**config.mk**
```make
export PLATFORM = sky130hd
export DESIGN_NAME = fpa_alu
export DESIGN_NICKNAME = d
export VERILOG_FILES = /design/src/pkg/fpa_pkg.sv /design/src/rtl/fpa_rsqrt_seed.sv /design/src/rtl/fpa_cmp_unit.sv /design/src/rtl/fpa_alu.sv
export SDC_FILE = /design/constraint.sdc
export NUM_CORES = 1
export LEC_CHECK = 0
export ABC_CLOCK_PERIOD_IN_PS = 15100
export BUFFER_PORTS_ARGS = -buffer_cell sky130_fd_sc_hd__buf_2
export CAP_MARGIN = 20
export CORE_MARGIN = 5
export CORE_UTILIZATION = 55
export CTS_CLUSTER_DIAMETER = 40
export CTS_CLUSTER_SIZE = 12
export DETAILED_ROUTE_END_ITERATION = 12
export HOLD_SLACK_MARGIN = 0.06
export PLACE_DENSITY = 0.75
export SYNTH_ARGS = -nofsm -noshare
export SYNTH_HDL_FRONTEND = slang
export SYNTH_SLANG_ARGS = --single-unit
```
**constraint.sdc**
```tcl
create_clock -name CLK -period 15.1 [get_ports CLK]
set_clock_uncertainty 0.1 [all_clocks]
set_input_delay 2.265 -clock CLK [delete_from_list [all_inputs] [get_ports CLK]]
set_output_delay 2.265 -clock CLK [all_outputs]
set_load 0.005 [all_outputs]
```
**src/pkg/fpa_pkg.sv**
```systemverilog
// Shared constants and types for the floating-point seed/min/max/clip unit.
// Assumes 32-bit single-precision operands and a 32-bit AXI4-Lite register bus.
package fpa_pkg;

    // ==========================================================
    // Register map, byte addresses
    localparam int          ADDR_W      = 5;
    localparam int          DATA_W      = 32;
    localparam logic [4:0]  ADDR_OPA    = 5'h00;
    localparam logic [4:0]  ADDR_OPB    = 5'h04;
    localparam logic [4:0]  ADDR_CMD    = 5'h08;
    localparam logic [4:0]  ADDR_RESULT = 5'h0C;
    localparam logic [4:0]  ADDR_ASTAT  = 5'h10;
    localparam logic [4:0]  ADDR_STKY   = 5'h14;
    localparam logic [1:0]  RESP_OKAY   = 2'h0;
    localparam logic [1:0]  RESP_SLVERR = 2'h2;
    localparam int          CMD_OP_LSB  = 0;
    localparam int          CMD_OP_W    = 3;

    // ==========================================================
    // Float encodings
    localparam logic [7:0]  EXP_ZERO    = 8'h00;
    localparam logic [7:0]  EXP_ALL1    = 8'hFF;
    localparam logic [8:0]  EXP_BIAS    = 9'h07F;
    localparam logic [22:0] MAN_ZERO    = 23'h000000;
    localparam logic [30:0] MAG_ZERO    = 31'h00000000;
    localparam logic [31:0] ALL_ONES    = 32'hFFFFFFFF;
    localparam logic [31:0] WORD_ZERO   = 32'h00000000;

    // ==========================================================
    // Types
    typedef enum logic [2:0] {
        OP_RECIP_SQRT_SEED,
        OP_SIGN_COPY,
        OP_MIN,
        OP_MAX,
        OP_CLIP
    } fpa_op_e;

    typedef struct packed {
        logic        sign;
        logic [7:0]  exp;
        logic [22:0] man;
    } fpa_float_s;

    typedef struct packed {
        logic alu_invalid_flag;
        logic alu_sign_flag;
        logic alu_carry_flag;
        logic alu_overflow_flag;
        logic alu_negative_flag;
        logic alu_zero_flag;
    } fpa_arith_flags_s;

    typedef struct packed {
        logic sticky_invalid_bit;
        logic sticky_fixed_overflow_bit;
        logic sticky_overflow_bit;
        logic sticky_underflow_bit;
    } fpa_sticky_flags_s;

    localparam logic [5:0]  ASTAT_RESET = 6'h00;
    localparam logic [3:0]  STKY_RESET  = 4'h0;

endpackage

```
**src/rtl/fpa_rsqrt_seed.sv**
```systemverilog
// Combinational reciprocal-square-root seed with its result flags.
// Assumes a single-precision operand; the caller registers the outputs.
`timescale 1ns/100ps
module fpa_rsqrt_seed #(
    parameter int SEED_W = 4
) (
    input  wire fpa_pkg::fpa_float_s       operand,
    output fpa_pkg::fpa_float_s            result,
    output fpa_pkg::fpa_arith_flags_s      flags
);

    // ==========================================================
    // Seed table, rounded to nearest at each bin centre
    localparam int ROM_DEPTH = 128;
    localparam int HALF      = 64;
    localparam int SCALE     = 131072;

    function automatic logic [ROM_DEPTH*SEED_W-1:0] build_rom();
        logic [ROM_DEPTH*SEED_W-1:0] t;
        int                          f;
        t = '0;
        for (int i = 0; i < ROM_DEPTH; i++) begin
            f = 0;
            for (int g = 0; g < (1 << SEED_W) - 1; g++) begin
                if ((33 + 2 * g) * (33 + 2 * g) * (129 + 2 * (i % HALF))
                    <= ((i >= HALF) ? 4 : 2) * SCALE) begin
                    f = g + 1;
                end
            end
            t[i*SEED_W +: SEED_W] = SEED_W'(f);
        end
        return t;
    endfunction

    localparam logic [ROM_DEPTH*SEED_W-1:0] ROM = build_rom();

    // RQ2: exponent LSB joined to mantissa MSBs
    wire [6:0]        rom_idx  = {operand.exp[0], operand.man[22:17]};
    // RQ1: four-bit seed mantissa
    wire [SEED_W-1:0] seed_man = ROM[rom_idx*SEED_W +: SEED_W];

    // RQ3: floor half, negate, decrement; odd exponents pair with root-two table half
    wire [8:0] unb_exp  = {1'b0, operand.exp} - fpa_pkg::EXP_BIAS;
    wire [8:0] half_exp = 9'($signed(unb_exp) >>> 1);
    wire [8:0] neg_exp  = 9'(-half_exp);
    wire [8:0] seed_exp = neg_exp - 9'h001 + fpa_pkg::EXP_BIAS;

    // Denormals count as zero, so they also give infinity
    wire is_zero = (operand.exp == fpa_pkg::EXP_ZERO);
    wire is_inf  = (operand.exp == fpa_pkg::EXP_ALL1) && (operand.man == fpa_pkg::MAN_ZERO);
    wire is_nan  = (operand.exp == fpa_pkg::EXP_ALL1) && (operand.man != fpa_pkg::MAN_ZERO);
    // RQ7: negative nonzero or NaN is invalid
    wire bad_in  = is_nan | (operand.sign & ~is_zero);

    // RQ4: signed infinity for zero, sign carried through
    // RQ5: +inf gives +0, invalid input all ones
    assign result = bad_in  ? fpa_pkg::ALL_ONES :
                    is_zero ? {operand.sign, fpa_pkg::EXP_ALL1, fpa_pkg::MAN_ZERO} :
                    is_inf  ? fpa_pkg::WORD_ZERO :
                    {operand.sign, seed_exp[7:0], seed_man, {(23 - SEED_W){1'b0}}};

    // RQ6: zero, negative and overflow per operand class
    assign flags = '{alu_invalid_flag  : bad_in,
                     alu_sign_flag     : 1'b0,
                     alu_carry_flag    : 1'b0,
                     alu_overflow_flag : is_zero,
                     alu_negative_flag : is_zero & operand.sign,
                     alu_zero_flag     : is_inf & ~operand.sign};

endmodule

```
**src/rtl/fpa_cmp_unit.sv**
```systemverilog
// Combinational sign-copy, minimum, maximum and clip with result flags.
// Assumes single-precision operands; the caller registers the outputs.
`timescale 1ns/100ps
module fpa_cmp_unit (
    input  wire fpa_pkg::fpa_op_e          op,
    input  wire fpa_pkg::fpa_float_s       opa,
    input  wire fpa_pkg::fpa_float_s       opb,
    output fpa_pkg::fpa_float_s            result,
    output fpa_pkg::fpa_arith_flags_s      flags
);

    // ==========================================================
    // RQ10: flush denormals to signed zero
    // RQ14: same flush ahead of every compare
    wire [31:0] fa = (opa.exp == fpa_pkg::EXP_ZERO) ? {opa.sign, fpa_pkg::MAG_ZERO} : opa;
    wire [31:0] fb = (opb.exp == fpa_pkg::EXP_ZERO) ? {opb.sign, fpa_pkg::MAG_ZERO} : opb;
    wire a_nan = (opa.exp == fpa_pkg::EXP_ALL1) && (opa.man != fpa_pkg::MAN_ZERO);
    wire b_nan = (opb.exp == fpa_pkg::EXP_ALL1) && (opb.man != fpa_pkg::MAN_ZERO);
    wire any_nan = a_nan | b_nan;

    // Ordered keys put -0 just below +0
    wire [31:0] ka = fa[31] ? ~fa : {1'b1, fa[30:0]};
    wire [31:0] kb = fb[31] ? ~fb : {1'b1, fb[30:0]};
    wire a_lt_b = (ka < kb);
    wire mag_lt = (fa[30:0] < fb[30:0]);

    // RQ9: second sign onto first magnitude
    wire [31:0] copy_w = {fb[31], fa[30:0]};
    // RQ11: smaller, -0 wins tie of zeros
    wire [31:0] min_w  = a_lt_b ? fa : fb;
    // RQ12: larger, +0 wins tie of zeros
    wire [31:0] max_w  = a_lt_b ? fb : fa;
    // RQ13: pass or limit to second magnitude
    wire [31:0] clip_w = mag_lt ? fa : {fa[31], fb[30:0]};

    logic [31:0] sel_w;
    always_comb begin
        unique case (op)
            fpa_pkg::OP_SIGN_COPY: sel_w = copy_w;
            fpa_pkg::OP_MIN:       sel_w = min_w;
            fpa_pkg::OP_MAX:       sel_w = max_w;
            fpa_pkg::OP_CLIP:      sel_w = clip_w;
            default:               sel_w = copy_w;
        endcase
    end

    // RQ14: any NaN gives all ones
    assign result = any_nan ? fpa_pkg::ALL_ONES : sel_w;

    // RQ15: zero and negative from result
    // RQ16: invalid on any NaN
    assign flags = '{alu_invalid_flag  : any_nan,
                     alu_sign_flag     : 1'b0,
                     alu_carry_flag    : 1'b0,
                     alu_overflow_flag : 1'b0,
                     alu_negative_flag : result.sign,
                     alu_zero_flag     : (result[30:0] == fpa_pkg::MAG_ZERO)};

endmodule

```
**src/rtl/fpa_alu.sv**
```systemverilog
// Top of the floating-point seed/min/max/clip unit with AXI4-Lite registers.
// Assumes the bus master shares CLK and RST and keeps one write and one
// read outstanding at most.
//
// Decided for this implementation: register access over AXI4-Lite and the placing of the registers.
`timescale 1ns/100ps

// Overview of operation
// RQ1: The seed approximates one over the square root of the operand to four bits.
// RQ2: The seed mantissa is read from a table indexed by exponent LSB and six mantissa MSBs.
// RQ3: The seed exponent is minus the halved operand exponent, minus one.
// RQ4: The seed keeps the operand sign and a zero operand gives same-signed infinity.
// RQ5: Plus infinity gives plus zero while NaN or negative nonzero gives all ones.
// RQ6: Seed flags set zero for +0 result, negative for -0 in, overflow for zero in.
// RQ7: Seed invalid flag marks a negative nonzero or NaN operand.
// RQ8: Seed sets sticky overflow and invalid from its flags and leaves the rest alone.
// RQ9: Sign copy puts the second sign on the first operand's exponent and mantissa.
// RQ10: Sign copy treats denormals as signed zero and gives all ones on NaN.
// RQ11: Minimum returns the smaller operand and -0 for a mix of zeros.
// RQ12: Maximum returns the larger operand and +0 for a mix of zeros.
// RQ13: Clip passes the first when smaller in magnitude, else limits with its sign.
// RQ14: Minimum, maximum and clip flush denormals and give all ones on NaN.
// RQ15: Compare ops flag zero and negative from the result and clear the rest.
// RQ16: Compare ops flag and stick invalid on any NaN and leave other sticky bits.
// RQ17: Sticky bits hold until software clears them; flags rewrite each operation.
module fpa_alu (
    input  wire logic                       CLK,
    input  wire logic                       RST,
    input  wire logic [fpa_pkg::ADDR_W-1:0] S_AXI_AWADDR,
    input  wire logic [2:0]                 S_AXI_AWPROT,
    input  wire logic                       S_AXI_AWVALID,
    output logic                            S_AXI_AWREADY,
    input  wire logic [fpa_pkg::DATA_W-1:0] S_AXI_WDATA,
    input  wire logic [3:0]                 S_AXI_WSTRB,
    input  wire logic                       S_AXI_WVALID,
    output logic                            S_AXI_WREADY,
    output logic [1:0]                      S_AXI_BRESP,
    output logic                            S_AXI_BVALID,
    input  wire logic                       S_AXI_BREADY,
    input  wire logic [fpa_pkg::ADDR_W-1:0] S_AXI_ARADDR,
    input  wire logic [2:0]                 S_AXI_ARPROT,
    input  wire logic                       S_AXI_ARVALID,
    output logic                            S_AXI_ARREADY,
    output logic [fpa_pkg::DATA_W-1:0]      S_AXI_RDATA,
    output logic [1:0]                      S_AXI_RRESP,
    output logic                            S_AXI_RVALID,
    input  wire logic                       S_AXI_RREADY,
    output fpa_pkg::fpa_arith_flags_s       ARITH_STATUS_FLAGS,
    output fpa_pkg::fpa_sticky_flags_s      STICKY_STATUS_FLAGS
);

    // ==========================================================
    // Write channel capture
    logic                       awready_r;
    logic                       wready_r;
    logic                       aw_have_r;
    logic                       w_have_r;
    logic [fpa_pkg::ADDR_W-1:0] waddr_r;
    logic [fpa_pkg::DATA_W-1:0] wdata_r;
    logic [3:0]                 wstrb_r;
    logic                       bvalid_r;
    logic [1:0]                 bresp_r;

    wire aw_hs    = S_AXI_AWVALID & awready_r;
    wire w_hs     = S_AXI_WVALID & wready_r;
    wire b_hs     = bvalid_r & S_AXI_BREADY;
    wire do_write = aw_have_r & w_have_r & ~bvalid_r;

    always_ff @(posedge CLK or posedge RST) begin
        if (RST) begin
            awready_r <= 1'b1;
            wready_r  <= 1'b1;
            aw_have_r <= 1'b0;
            w_have_r  <= 1'b0;
            waddr_r   <= '0;
            wdata_r   <= '0;
            wstrb_r   <= '0;
        end else begin
            if (aw_hs) begin
                awready_r <= 1'b0;
                aw_have_r <= 1'b1;
                waddr_r   <= S_AXI_AWADDR;
            end
            if (w_hs) begin
                wready_r <= 1'b0;
                w_have_r <= 1'b1;
                wdata_r  <= S_AXI_WDATA;
                wstrb_r  <= S_AXI_WSTRB;
            end
            if (do_write) begin
                aw_have_r <= 1'b0;
                w_have_r  <= 1'b0;
            end
            // Reopen only after the response, one write at a time
            if (b_hs) begin
                awready_r <= 1'b1;
                wready_r  <= 1'b1;
            end
        end
    end

    // ==========================================================
    // Write decode
    wire [31:0] strb_mask = {{8{wstrb_r[3]}}, {8{wstrb_r[2]}},
                             {8{wstrb_r[1]}}, {8{wstrb_r[0]}}};
    wire [fpa_pkg::ADDR_W-1:0] waddr_al = {waddr_r[fpa_pkg::ADDR_W-1:2], 2'b00};
    wire wr_opa    = do_write & (waddr_al == fpa_pkg::ADDR_OPA);
    wire wr_opb    = do_write & (waddr_al == fpa_pkg::ADDR_OPB);
    wire wr_cmd    = do_write & (waddr_al == fpa_pkg::ADDR_CMD) & wstrb_r[0];
    wire wr_stky   = do_write & (waddr_al == fpa_pkg::ADDR_STKY) & wstrb_r[0];
    wire wr_ro     = (waddr_al == fpa_pkg::ADDR_RESULT) | (waddr_al == fpa_pkg::ADDR_ASTAT);
    wire wr_known  = (waddr_al == fpa_pkg::ADDR_OPA) | (waddr_al == fpa_pkg::ADDR_OPB) |
                     (waddr_al == fpa_pkg::ADDR_CMD) | (waddr_al == fpa_pkg::ADDR_STKY) |
                     wr_ro;
    wire [fpa_pkg::CMD_OP_W-1:0] cmd_code = wdata_r[fpa_pkg::CMD_OP_LSB +: fpa_pkg::CMD_OP_W];
    // Codes past the last operation are dropped without effect
    wire cmd_legal = (cmd_code <= fpa_pkg::OP_CLIP);

    always_ff @(posedge CLK or posedge RST) begin
        if (RST) begin
            bvalid_r <= 1'b0;
            bresp_r  <= fpa_pkg::RESP_OKAY;
        end else if (do_write) begin
            bvalid_r <= 1'b1;
            bresp_r  <= wr_known ? fpa_pkg::RESP_OKAY : fpa_pkg::RESP_SLVERR;
        end else if (b_hs) begin
            bvalid_r <= 1'b0;
        end
    end

    // ==========================================================
    // Operand registers and launch
    fpa_pkg::fpa_float_s opa_r;
    fpa_pkg::fpa_float_s opb_r;
    fpa_pkg::fpa_op_e    op_r;
    logic                go_r;

    always_ff @(posedge CLK or posedge RST) begin
        if (RST) begin
            opa_r <= fpa_pkg::WORD_ZERO;
            opb_r <= fpa_pkg::WORD_ZERO;
            op_r  <= fpa_pkg::OP_RECIP_SQRT_SEED;
            go_r  <= 1'b0;
        end else begin
            if (wr_opa) begin
                opa_r <= (opa_r & ~strb_mask) | (wdata_r & strb_mask);
            end
            if (wr_opb) begin
                opb_r <= (opb_r & ~strb_mask) | (wdata_r & strb_mask);
            end
            go_r <= wr_cmd & cmd_legal;
            if (wr_cmd & cmd_legal) begin
                op_r <= fpa_pkg::fpa_op_e'(cmd_code);
            end
        end
    end

    // ==========================================================
    // Datapath
    fpa_pkg::fpa_float_s       seed_res;
    fpa_pkg::fpa_arith_flags_s seed_flg;
    fpa_pkg::fpa_float_s       cmp_res;
    fpa_pkg::fpa_arith_flags_s cmp_flg;

    fpa_rsqrt_seed #(
        .SEED_W (4)
    ) u_seed (
        .operand (opa_r),
        .result  (seed_res),
        .flags   (seed_flg)
    );

    fpa_cmp_unit u_cmp (
        .op     (op_r),
        .opa    (opa_r),
        .opb    (opb_r),
        .result (cmp_res),
        .flags  (cmp_flg)
    );

    wire is_seed = (op_r == fpa_pkg::OP_RECIP_SQRT_SEED);
    wire fpa_pkg::fpa_float_s       op_res = is_seed ? seed_res : cmp_res;
    wire fpa_pkg::fpa_arith_flags_s op_flg = is_seed ? seed_flg : cmp_flg;

    // ==========================================================
    // Result, flags and sticky bits
    fpa_pkg::fpa_float_s        result_r;
    fpa_pkg::fpa_arith_flags_s  astat_r;
    fpa_pkg::fpa_sticky_flags_s stky_r;
    fpa_pkg::fpa_sticky_flags_s stky_nxt;
    fpa_pkg::fpa_sticky_flags_s stky_set;
    fpa_pkg::fpa_sticky_flags_s stky_clr;

    // RQ8: seed sticks overflow and invalid only
    // RQ16: compare ops stick invalid only
    assign stky_set = '{sticky_invalid_bit        : go_r & op_flg.alu_invalid_flag,
                        sticky_fixed_overflow_bit : 1'b0,
                        sticky_overflow_bit       : go_r & is_seed & op_flg.alu_overflow_flag,
                        sticky_underflow_bit      : 1'b0};
    // RQ17: write one to clear, a same-cycle set wins
    assign stky_clr = wr_stky ? fpa_pkg::fpa_sticky_flags_s'(wdata_r[3:0])
                              : fpa_pkg::STKY_RESET;
    assign stky_nxt = (stky_r & ~stky_clr) | stky_set;

    always_ff @(posedge CLK or posedge RST) begin
        if (RST) begin
            result_r <= fpa_pkg::WORD_ZERO;
            astat_r  <= fpa_pkg::ASTAT_RESET;
            stky_r   <= fpa_pkg::STKY_RESET;
        end else begin
            // RQ17: flags rewritten on every operation
            if (go_r) begin
                result_r <= op_res;
                astat_r  <= op_flg;
            end
            stky_r <= stky_nxt;
        end
    end

    // ==========================================================
    // Read channel
    logic                       arready_r;
    logic                       rvalid_r;
    logic [fpa_pkg::DATA_W-1:0] rdata_r;
    logic [1:0]                 rresp_r;

    wire ar_hs = S_AXI_ARVALID & arready_r;
    wire r_hs  = rvalid_r & S_AXI_RREADY;
    wire [fpa_pkg::ADDR_W-1:0] raddr_al = {S_AXI_ARADDR[fpa_pkg::ADDR_W-1:2], 2'b00};

    logic [fpa_pkg::DATA_W-1:0] rd_mux;
    logic                       rd_ok;
    always_comb begin
        rd_mux = fpa_pkg::WORD_ZERO;
        rd_ok  = 1'b1;
        unique case (raddr_al)
            fpa_pkg::ADDR_OPA:    rd_mux = opa_r;
            fpa_pkg::ADDR_OPB:    rd_mux = opb_r;
            fpa_pkg::ADDR_CMD:    rd_mux = {29'h0, op_r};
            fpa_pkg::ADDR_RESULT: rd_mux = result_r;
            fpa_pkg::ADDR_ASTAT:  rd_mux = {26'h0, astat_r};
            fpa_pkg::ADDR_STKY:   rd_mux = {28'h0, stky_r};
            default:              rd_ok  = 1'b0;
        endcase
    end

    always_ff @(posedge CLK or posedge RST) begin
        if (RST) begin
            arready_r <= 1'b1;
            rvalid_r  <= 1'b0;
            rdata_r   <= '0;
            rresp_r   <= fpa_pkg::RESP_OKAY;
        end else if (ar_hs) begin
            arready_r <= 1'b0;
            rvalid_r  <= 1'b1;
            rdata_r   <= rd_mux;
            rresp_r   <= rd_ok ? fpa_pkg::RESP_OKAY : fpa_pkg::RESP_SLVERR;
        end else if (r_hs) begin
            arready_r <= 1'b1;
            rvalid_r  <= 1'b0;
        end
    end

    // ==========================================================
    // Outputs, all from flip-flops
    assign S_AXI_AWREADY       = awready_r;
    assign S_AXI_WREADY        = wready_r;
    assign S_AXI_BVALID        = bvalid_r;
    assign S_AXI_BRESP         = bresp_r;
    assign S_AXI_ARREADY       = arready_r;
    assign S_AXI_RVALID        = rvalid_r;
    assign S_AXI_RDATA         = rdata_r;
    assign S_AXI_RRESP         = rresp_r;
    assign ARITH_STATUS_FLAGS  = astat_r;
    assign STICKY_STATUS_FLAGS = stky_r;

endmodule

```
# [After elaboration in Yosys (flattened, before gate mapping)]
# Cells that the tools add are included.
[op_classes] reduce_logical=19 bitwise_logic=41 eq_ne=15 n_addsub=4 shift=1 magnitude_cmp=3 n_mux=33
[ops] cell="indexed part select 512 x 10 -> 4 bit, first input constant" count=1
[ops] cell="2-to-1 mux 32 bit" count=9
[ops] cell="case mux 32 bit (6 select lines)" count=1
[ops] cell="bitwise AND 32 bit" count=3
[ops] cell="inverter 32 bit" count=3
[ops] cell="case mux 32 bit (3 select lines)" count=1
[ops] cell="2-to-1 mux 31 bit" count=3
[ops] cell="bitwise OR 32 bit" count=2
[ops] cell="nonzero test 23 bit" count=2
[ops] cell="< comparator 32 bit" count=1
[ops] cell="zero test 31 bit" count=1
[ops] cell="< comparator 31 bit" count=1
[ops] cell="zero test 23 bit" count=1
[ops] cell="bitwise AND 1 bit" count=20
[ops] cell="equality test 3 x 2 -> 1 bit, second input constant" count=6
[ops] cell="equality test 8 bit, second input constant" count=2
[ops] cell="zero test 8 bit" count=2
[ops] cell="equality test 3 bit, second input constant" count=5
[ops] cell="2-to-1 mux 1 bit" count=15
[ops] cell="nonzero test 2 bit" count=6
[ops] cell="zero test 5 bit" count=2
[ops] cell="subtractor 8 x 7 -> 9 bit, second input constant" count=1
[ops] cell="adder 8 x 7 -> 8 bit, second input constant" count=1
[ops] cell="negation 8 bit" count=1
[ops] cell="14 further kinds" count=26
[word_totals] ff_bits=194 output_inout_bits=51

# [Longest topological paths before layout]
# Gate-level depths: netlist of run 1.
[depth] ltp_word=12 ltp_mapped=20 depth_no_buf=16

# [By module]
# A second synthesis of run 1 with hierarchy kept.
[unflattened] hier_cells=1260 hier_area_um2=12597.1
[by_module_without_submodules] module="fpa_alu" area_each_um2=8177.8 n_inst=1 cells_per_inst=645
[by_module_without_submodules] module="fpa_cmp_unit" area_each_um2=3329.4 n_inst=1 cells_per_inst=462
[by_module_without_submodules] module="fpa_rsqrt_seed" area_each_um2=1089.8 n_inst=1 cells_per_inst=153

# [Least setup slack after synthesis of run 1]
# No wires, ideal clock.
[synth_path] kind="reg2reg" from="reg with a tool-made name" to="reg result_r[25] (netlist name)" stages_incl_launch_ff=21 t_arrival_ns=3.910 period_less_slack_ns=4.131 setup_time_ns=0.121 slack_ns=10.969 cell_sequence="dfrtp_1 clkbuf_1 inv_1 ha_1 nor4b_4 nand2_1 clkbuf_1 nand2_1 xnor2_1 ha_1 a21oi_1 o21ai_0 a2111oi_0 a31o_2 nand4_2 and3_1 buf_6 buf_6 nor4_2 o21ai_1 a22o_1"
[synth_rtl] element="to (signal assigned)" line="fpa_alu.sv:207" source="result_r <= fpa_pkg::WORD_ZERO;"
[synth_rtl] element="to (signal assigned)" line="fpa_alu.sv:213" source="result_r <= op_res;"
[synth_rtl] element="to (decl)" line="fpa_alu.sv:187" source="fpa_pkg::fpa_float_s result_r;"

==> metrics.cfg, run 1 <==
[status]
run_status=finished clean

[layout]
final_cell_count_no_fill=1527
layout_commonest_cell=dfrtp_1
diodes=0
fin_util=0.611
syn_to_final_growth_pct=9.05
nNetsFinal=1362
layout-drive-gt1-share=0.219
most-common-layout-cells=dfrtp_1 (185), nand2_1 (144), mux2_2 (106), buf_2 (95), o21ai_0 (70)

[sta]
slew_violations=0
period_share=0.384
whs_ps=380
setup_violations=0
hold_violations=0
setup_tns_ps=0
worst_pin_slew_ps=1090
rsz0062_at_grt=no
max_freq_mhz=172
relSlewSlack=0.271
period_needed_ps=5800

[flow_run]
drv_cap=0

[clock_network]
cts_tree=done
numCtsBuffers=17
clockBufferDepth=2
cts_resized=0
clk_latency_ps=440
ctsRootBufferMaster=clkbuf_16
post_cts.repair.setup_buffers=0
h-tree-depth=4
path_clk_slew_ps=70
clkSinkCount=188
cts_hold_buf=0

[critical_path]
crit_family=compound AO/OA/AOI/OAI gates
start_kind=register
endpoint_kind=register
crit_required_ps=15380
path_cells=inv_1, ha_1, nor4b_4, nand2_1, nand2_1, xnor2_1, ha_1, a21oi_1, o21ai_0, a2111oi_0, a31o_2, nand4_2, a21boi_2, buf_4, nor3_1, o311ai_1, a31o_1
timing_worst_setup_path_type=register to register
arrival_ps=6080
max_stage_delay_ps=760
cp_slowest_cell=nand2_1
rr_worst_depth=17
cp.depth=17
timing.critical_path.buf_inv=2
cp_max_fo=24

[yosys]
synth_edf_count=0
yosysSeqAreaShare=0.398
avgSynthCellArea_um2=9.80
yosys.area.top_type_share=0.392
ys_types=71
ys_seq_elements=188
synthTopCellsByArea=dfrtp_1 (39%), mux2_2 (10%), ha_1 (6.8%)
yosys_warnings=0
synth-main-ff-cell=dfrtp_1
async_flop_share=1.00
netlist_instances=1206
yosys.area.top_type=dfrtp_1
syn_area_um2=11800

[global_routing]
grt-ovfl-total=0
grt_pass1_vias=9410
grt_pass1_wl_um=51900
grt_max_degree=116
track_usage=0.267
grt_antenna_before_repair=0

[die]
dieArea_um2=24500
die_width_um=157
dieHeight_um=157
initial_core_util=0.560
coreArea_um2=21100
pin_count=110
fp-row-count=53

[pwr]
power_density_nw_per_um2=234
p_leak_nw=6.06
peakVddDrop_uv=116

[routing]
ant_nets=0
first_pass_iters=6
drc=0
vias=9584
post_drt_wl_per_cell_um=21.0
wirelength_um=32000
drtIter0Drc=988
routed_via_density=6.28

[placement]
dpl.cell_count=1495
gp_congestion=0.920
place_hpwl_um=21600
port_buffers=95

[hold_path]
worstHoldPathCells=2
min_path_type=register to register

[where the power goes]
part	leakage [nW]	internal (mW)	switching [mW]
logic	3.33	0.716	0.948
registers	2.46	0.676	0.241
clock network	0.267	0.221	0.208
[final timing paths]
| check | start | end | slack (ps) |
|---|---|---|---|
| worst max-delay path | register | result_r[24]$_DFFE_PP0P_ | 9300 |
| worst min-delay path | S_AXI_RDATA[2]$_DFFE_PP0P_ | S_AXI_RDATA[2]$_DFFE_PP0P_ | 380 |
| worst max register to register | register | result_r[24]$_DFFE_PP0P_ | 9300 |
| worst min register to register | S_AXI_RDATA[2]$_DFFE_PP0P_ | S_AXI_RDATA[2]$_DFFE_PP0P_ | 380 |
| max in group asynchronous | RST | async pin | 11610 |
| min in group asynchronous | RST | wdata_r[8]$_DFFE_PP0P_ | 1860 |
[area by class of cell]
| type | instances | area [um^2] |
|---|---|---|
| tap | 275 | 344 |
| multi-input combinational | 873 | 6500 |
| fill | 1768 | 8200 |
| sequential | 188 | 4710 |
| inverter | 50 | 195 |
| timing repair buffer | 109 | 588 |
| clock buffer | 20 | 457 |
| clock inverter | 12 | 87.6 |
[logic make-up after synthesis]
| family | share of synthesized area |
|---|---|
| other cells | 0.000317 |
| xor+xnor | 0.0549 |
| flops | 0.398 |
| compound gates | 0.170 |
| mux | 0.130 |
| buf+inv | 0.0536 |
| fa+ha+maj | 0.0678 |
| simple gates | 0.125 |
[tightest hold or removal path, delay by kind of cell, from the launching register on]
kind            cells  cell delay, ps
compound gates      1              60
simple gates        1              50
flops               1             340
[through the flow]
| step | instance area [um^2] | power (mW) | setup WS, ps |
|---|---|---|---|
| global placement | 12300 | 2.50 | 9490 |
| CTS | 12900 | 2.99 | 9420 |
| detailed placement | 12300 | 2.55 | 9460 |
| floorplan | 11800 | 2.12 | 7630 |
| global route | 12900 | 3.25 | 8850 |
| finish | 12900 | 3.01 | 9300 |
[synthesized netlist by cell type (all sizes together) (34+ instances only)]
library cell / number
a21oi: 59
o21ai: 80
xnor2: 41
a22o: 34
nand2: 145
inv: 49
ha: 64
nand4: 38
mux2: 106
clkbuf: 63
buf: 35
dfrtp: 185
[per-layer routing]
layer	GRT usage	wire (um)
met1	0.393	14200
met2	0.399	14100
met3	0.0470	2770
met4	0.0913	871
met5	0	0
No activity file was read; power rests on OpenSTA's default activity.
==> inputs of run 2 (changes only) <==
ABC_AREA = 1   (was default)
ABC_CLOCK_PERIOD_IN_PS = 5100   (was 15100)
PLACE_DENSITY = 0.77   (was 0.75)
clock period = 5.1 ns   (was 15.1 ns; I/O delays follow)
==> run 2 against run 1 <==
Setup slack got worse by 8900 ps; global-route usage increased by 3.9 points; first-iteration DRC count increased by 59%; critical path depth increased by 11; final area increased by 11%; routed wire length increased by 27%; non-clock buffer count increased by 25; sequential cell count unchanged; cell count increased by 45%; synthesized cell count increased by 52%; via count increased by 35%; synthesized area increased by 9.5%; critical path type unchanged.
==> metrics.cfg, run 2 <==
[routing]
routed_via_density=5.86  ; -6.7%
drtIter0Drc=1568  ; +59%
vias=12964  ; +35%
post_drt_wl_per_cell_um=18.3  ; -13%
first_pass_iters=6  ; unchanged
wirelength_um=40500  ; +27%
drc=0  ; unchanged
ant_nets=0  ; unchanged

[die]
dieArea_um2=26700  ; +8.9%
dieHeight_um=163  ; +4.3%
pin_count=110  ; unchanged
die_width_um=163  ; +4.3%
coreArea_um2=23300  ; +11%
fp-row-count=56  ; +5.7%
initial_core_util=0.554  ; -0.00596

[sta]
period_share=0.926  ; +0.542
worst_pin_slew_ps=1140  ; +50.2 ps
hold_violations=0  ; unchanged
setup_violations=0  ; unchanged
setup_slack_ps=379  ; -8920 ps
period_needed_ps=4720  ; -1080 ps
max_freq_mhz=212  ; +23%
relSlewSlack=0.240  ; -0.0315
rsz0062_at_grt=no
setup_tns_ps=0  ; unchanged
slew_violations=0  ; unchanged

[status]
run_status=finished clean

[clock_network]
clk_latency_ps=450  ; about the same
numCtsBuffers=17  ; unchanged
cts_hold_buf=0  ; unchanged
post_cts.repair.setup_buffers=0  ; unchanged
path_clk_slew_ps=80  ; about the same
clockBufferDepth=2  ; unchanged
clkSinkCount=188  ; unchanged
ctsRootBufferMaster=clkbuf_16
cts_tree=done
h-tree-depth=4  ; unchanged
cts_resized=0  ; unchanged

[layout]
diodes=0  ; unchanged
nNetsFinal=2005  ; +47%
layout-drive-gt1-share=0.108  ; -0.111
syn_to_final_growth_pct=10.5
postLayoutCellArea_um2=14300  ; +11%
fillCellCount=2207  ; +25%
layout_commonest_cell=nand2_1
most-common-layout-cells=nand2_1 (405), o21ai_0 (198), dfrtp_1 (185), nor2_1 (183), inv_1 (172)

[global_routing]
grt_pass1_wl_um=64500  ; +24%
grt_max_degree=189  ; +63%
grt_antenna_before_repair=1  ; +1
grt-ovfl-total=0  ; unchanged
track_usage=0.305  ; +0.0390
grt_pass1_vias=12236  ; +30%

[critical_path]
cp_max_fo=47  ; +96%
endpoint_kind=register
crit_top_cell=nand2_1
endpoint=ARITH_STATUS_FLAGS[0]$_DFFE_PP0P_
rr_worst_depth=28  ; +11
reg2reg_to=ARITH_STATUS_FLAGS[0]$_DFFE_PP0P_
r2r_slack_ps=380  ; -8920 ps
arrival_ps=4990  ; -1090 ps
timing_worst_setup_path_type=register to register
start_kind=register
crit_required_ps=5370  ; -10,010 ps
cp_slowest_cell=dfrtp_1
max_stage_delay_ps=630  ; -130 ps

[yosys]
synthTopCellsByArea=dfrtp_1 (36%), nand2_1 (12%), o21ai_0 (7.7%)
ys_types=49  ; -31%
synth_edf_count=0  ; unchanged
yosysSeqAreaShare=0.364  ; -0.0345
yosys.area.top_type_share=0.358  ; -0.0339
syn_area_um2=12900  ; +9.5%
synth-main-ff-cell=dfrtp_1
avgSynthCellArea_um2=7.06  ; -28%
synth_most_common_cell=nand2_1
yosys.area.top_type=dfrtp_1
async_flop_share=1.00  ; unchanged
ys_top_cells_by_count=nand2_1 (406), o21ai_0 (198), dfrtp_1 (185), nor2_1 (185), inv_1 (173)
ys_seq_elements=188  ; unchanged
yosys_warnings=0  ; unchanged
netlist_instances=1832  ; +52%

[placement]
post-place-ws_ps=490  ; -8970 ps
port_buffers=95  ; unchanged
gp_congestion=0.984  ; +6.9%
placed_cell_area_um2=13700  ; +11%
place_hpwl_um=28900  ; +34%

[flow_run]
drv_cap=0  ; unchanged

[hold_path]
holdCritStartpoint=S_AXI_RDATA[17]$_DFFE_PP0P_
min_path_type=register to register

## run 2: worst min path at each step
stage	endpoint	slack [ps]	cells past startpoint
2_1_floorplan	result_r[22]$_DFFE_PP0P_	350	2
3_3_place_gp	S_AXI_RDATA[5]$_DFFE_PP0P_	360	2
3_5_place_dp	S_AXI_RRESP[1]$_DFFE_PP0P_	360	2
4_1_cts	S_AXI_WREADY$_DFFE_PP1P_	380	2
5_1_grt	S_AXI_AWREADY$_DFFE_PP1P_	390	2
6_report	S_AXI_RDATA[17]$_DFFE_PP0P_	380	2
## run 2: area by class of cell
class                           instances  area [um^2]  share of cell area
Clock buffer                           17          425              0.0298
Clock inverter                         15          150              0.0105
Inverter                              190          729              0.0510
Multi-Input combinational cell       1351         7040               0.493
Sequential cell                       188         4710               0.329
Tap cell                              319          399              0.0279
Timing Repair Buffer                  134          838              0.0587
## run 2: cell families (layout without fill, tap and decap cells)
family                     count (synthesis)  after routing  share of synthesized area
buffers and inverters                    296            356                     0.0948
and+or+nand+nor                          830            830                      0.270
other                                      1              4                   0.000290
adders and majority gates                 64             64                     0.0619
DFF                                      188            188                      0.364
xor gates and xnor gates                  66             66                     0.0447
AOI/OAI and AO/OA                        387            387                      0.164
## run 2: layer usage
metal / track usage / up-vias / part of all wire
li1: - / 6152 / -
met1: 0.432 / 5969 / 0.42
met2: 0.461 / 729 / 0.43
met3: 0.0724 / 112 / 0.11
met4: 0.108 / 2 / 0.032
met5: 0 / - / 0.00032
## run 2: worst max-delay path, delay by kind of cell, from the launching register on
kind	cells	cell delay (ps)
compound gates	1	110
xor+xnor	1	170
fa+ha+maj	1	270
buf+inv	7	1100
flops	1	630
simple gates	18	2250
## run 2: stage by stage
stage	cells	hold WS [ps]	util
after floorplan	1835	349	-
after global placement	2181	357	0.587
after detailed placement	2181	364	0.587
after CTS	2213	381	0.611
after global routing	2214	393	0.613
final	2214	376	0.613
Power of run 2 is left out: the tool's default activity adds up to more than one toggle a clock period on the data nets, which glitch-free logic cannot reach.
==> inputs of run 3 (changes only) <==
BUFFER_PORTS_ARGS = default   (was -buffer_cell sky130_fd_sc_hd__buf_2)
DONT_BUFFER_PORTS = 1   (was default)
PLACE_DENSITY = 0.73   (was 0.77)
==> run 3 against run 2 <==
Die area unchanged; core utilization shrank 2.0 points; setup slack better by 39 ps; non-clock buffer count fell by 95; routed wire length is 0.30% higher; final area fell by 3.3%; maximum frequency up 0.84%.
==> metrics.cfg, run 3 (synthesis results as in run 2) <==
[die]
initial_core_util=0.554  ; unchanged
die_width_um=163  ; unchanged
pin_count=110  ; unchanged
fp-row-count=56  ; unchanged
dieHeight_um=163  ; unchanged
coreArea_um2=23300  ; unchanged
dieArea_um2=26700  ; unchanged

[clock_network]
path_clk_slew_ps=80  ; about the same
cts_hold_buf=0  ; unchanged
cts_tree=done
clkSinkCount=188  ; unchanged
cts_resized=0  ; unchanged
clockBufferDepth=2  ; unchanged
numCtsBuffers=17  ; unchanged
ctsRootBufferMaster=clkbuf_16
clk_latency_ps=440  ; about the same
post_cts.repair.setup_buffers=0  ; unchanged
h-tree-depth=4  ; unchanged

[hold_path]
min_path_type=input pin to async pin

[routing]
post_drt_wl_per_cell_um=19.2  ; +4.8%
first_pass_iters=7  ; +1
drtIter0Drc=1524  ; -2.8%
vias=12641  ; -2.5%
routed_via_density=5.97  ; +1.9%
drc=0  ; unchanged
wirelength_um=40700  ; +0.30%
ant_nets=0  ; unchanged

[layout]
diodes=0  ; unchanged
most-common-layout-cells=nand2_1 (405), o21ai_0 (198), dfrtp_1 (185), nor2_1 (183), inv_1 (172)
syn_to_final_growth_pct=6.80
nNetsFinal=1910  ; -4.7%
layout-drive-gt1-share=0.0594  ; -0.0482
fillCellCount=2219  ; +0.54%
layout_commonest_cell=nand2_1

[critical_path]
max_stage_delay_ps=610  ; -20 ps
timing_worst_setup_path_type=register to register
reg2reg_to=ARITH_STATUS_FLAGS[0]$_DFFE_PP0P_
crit_top_cell=nand2_1
arrival_ps=4940  ; -50 ps
crit_required_ps=5360  ; about the same
endpoint=ARITH_STATUS_FLAGS[0]$_DFFE_PP0P_
cp_max_fo=34  ; -28%
rr_worst_depth=28  ; unchanged
start_kind=register
endpoint_kind=register
cp_slowest_cell=dfrtp_1
r2r_slack_ps=420  ; +40 ps

[global_routing]
grt_antenna_before_repair=2  ; +1
grt_pass1_vias=11882  ; -2.9%
grt-ovfl-total=0  ; unchanged
grt_max_degree=119  ; -37%
grt_pass1_wl_um=64800  ; +0.44%
track_usage=0.306  ; +0.000941

[sta]
worst_pin_slew_ps=1050  ; -91.1 ps
slew_violations=0  ; unchanged
relSlewSlack=0.299  ; +0.0590
max_freq_mhz=214  ; +0.84%
period_share=0.918  ; -0.00769
rsz0062_at_grt=no
setup_violations=0  ; unchanged
period_needed_ps=4680  ; -39.2 ps
setup_tns_ps=0  ; unchanged
hold_violations=0  ; unchanged

[placement]
gp_congestion=0.988  ; +0.44%
place_hpwl_um=29600  ; +2.2%
port_buffers=0  ; -100%

[flow_run]
drv_cap=0  ; unchanged

[status]
run_status=finished clean

run 3: stage by stage:
step	std cells	utilization	setup slack [ps]	hold slack (ps)	cell area (um^2)
2_1_floorplan	1835	-	952	349	12900
3_3_place_gp	2086	0.566	695	358	13200
3_5_place_dp	2086	0.566	621	371	13200
4_1_cts	2118	0.591	580	219	13800
5_1_grt	2119	0.592	126	274	13800
6_report	2119	0.592	419	215	13800
run 3: critical path: cells and delay by family, from the launching register on:
kind	cells	cell delay, ps
and+or+nand+nor	18	2230
buffers and inverters	7	1060
DFF	1	610
adders and majority gates	1	270
xor gates and xnor gates	1	180
AOI/OAI and AO/OA	1	110
run 3: worst min-delay path by stage:
stage / to / slack [ps] / startpoint / cells after the start
floorplan: result_r[22]$_DFFE_PP0P_ / 350 / result_r[22]$_DFFE_PP0P_ / 2
global placement: result_r[18]$_DFFE_PP0P_ / 360 / result_r[18]$_DFFE_PP0P_ / 1
detailed placement: register / 370 / wdata_r[1]$_DFFE_PP0P_ / 2
CTS: S_AXI_RVALID$_DFFE_PP0P_ / 220 / RST / 1
global route: S_AXI_RVALID$_DFFE_PP0P_ / 270 / RST / 1
finish: S_AXI_RVALID$_DFFE_PP0P_ / 210 / RST / 1
run 3: final cells by class:
type                    instances  area (um^2)  share of cell area
clock inverters                13          153              0.0111
well taps                     319          399              0.0289
flip-flops and latches        188         4710               0.341
repair buffers                 39          350              0.0254
clock buffers                  19          433              0.0313
inverters                     190          729              0.0528
multi-input cells            1351         7040               0.510
run 3: routing by layer:
metal	wire length, um	vias up	global-route usage
met2	17400	687	0.456
met5	13	-	0
met1	17600	5924	0.446
met4	805	2	0.0778
met3	4870	68	0.0810
li1	-	5960	-
Power of run 3 is left out for the same reason.
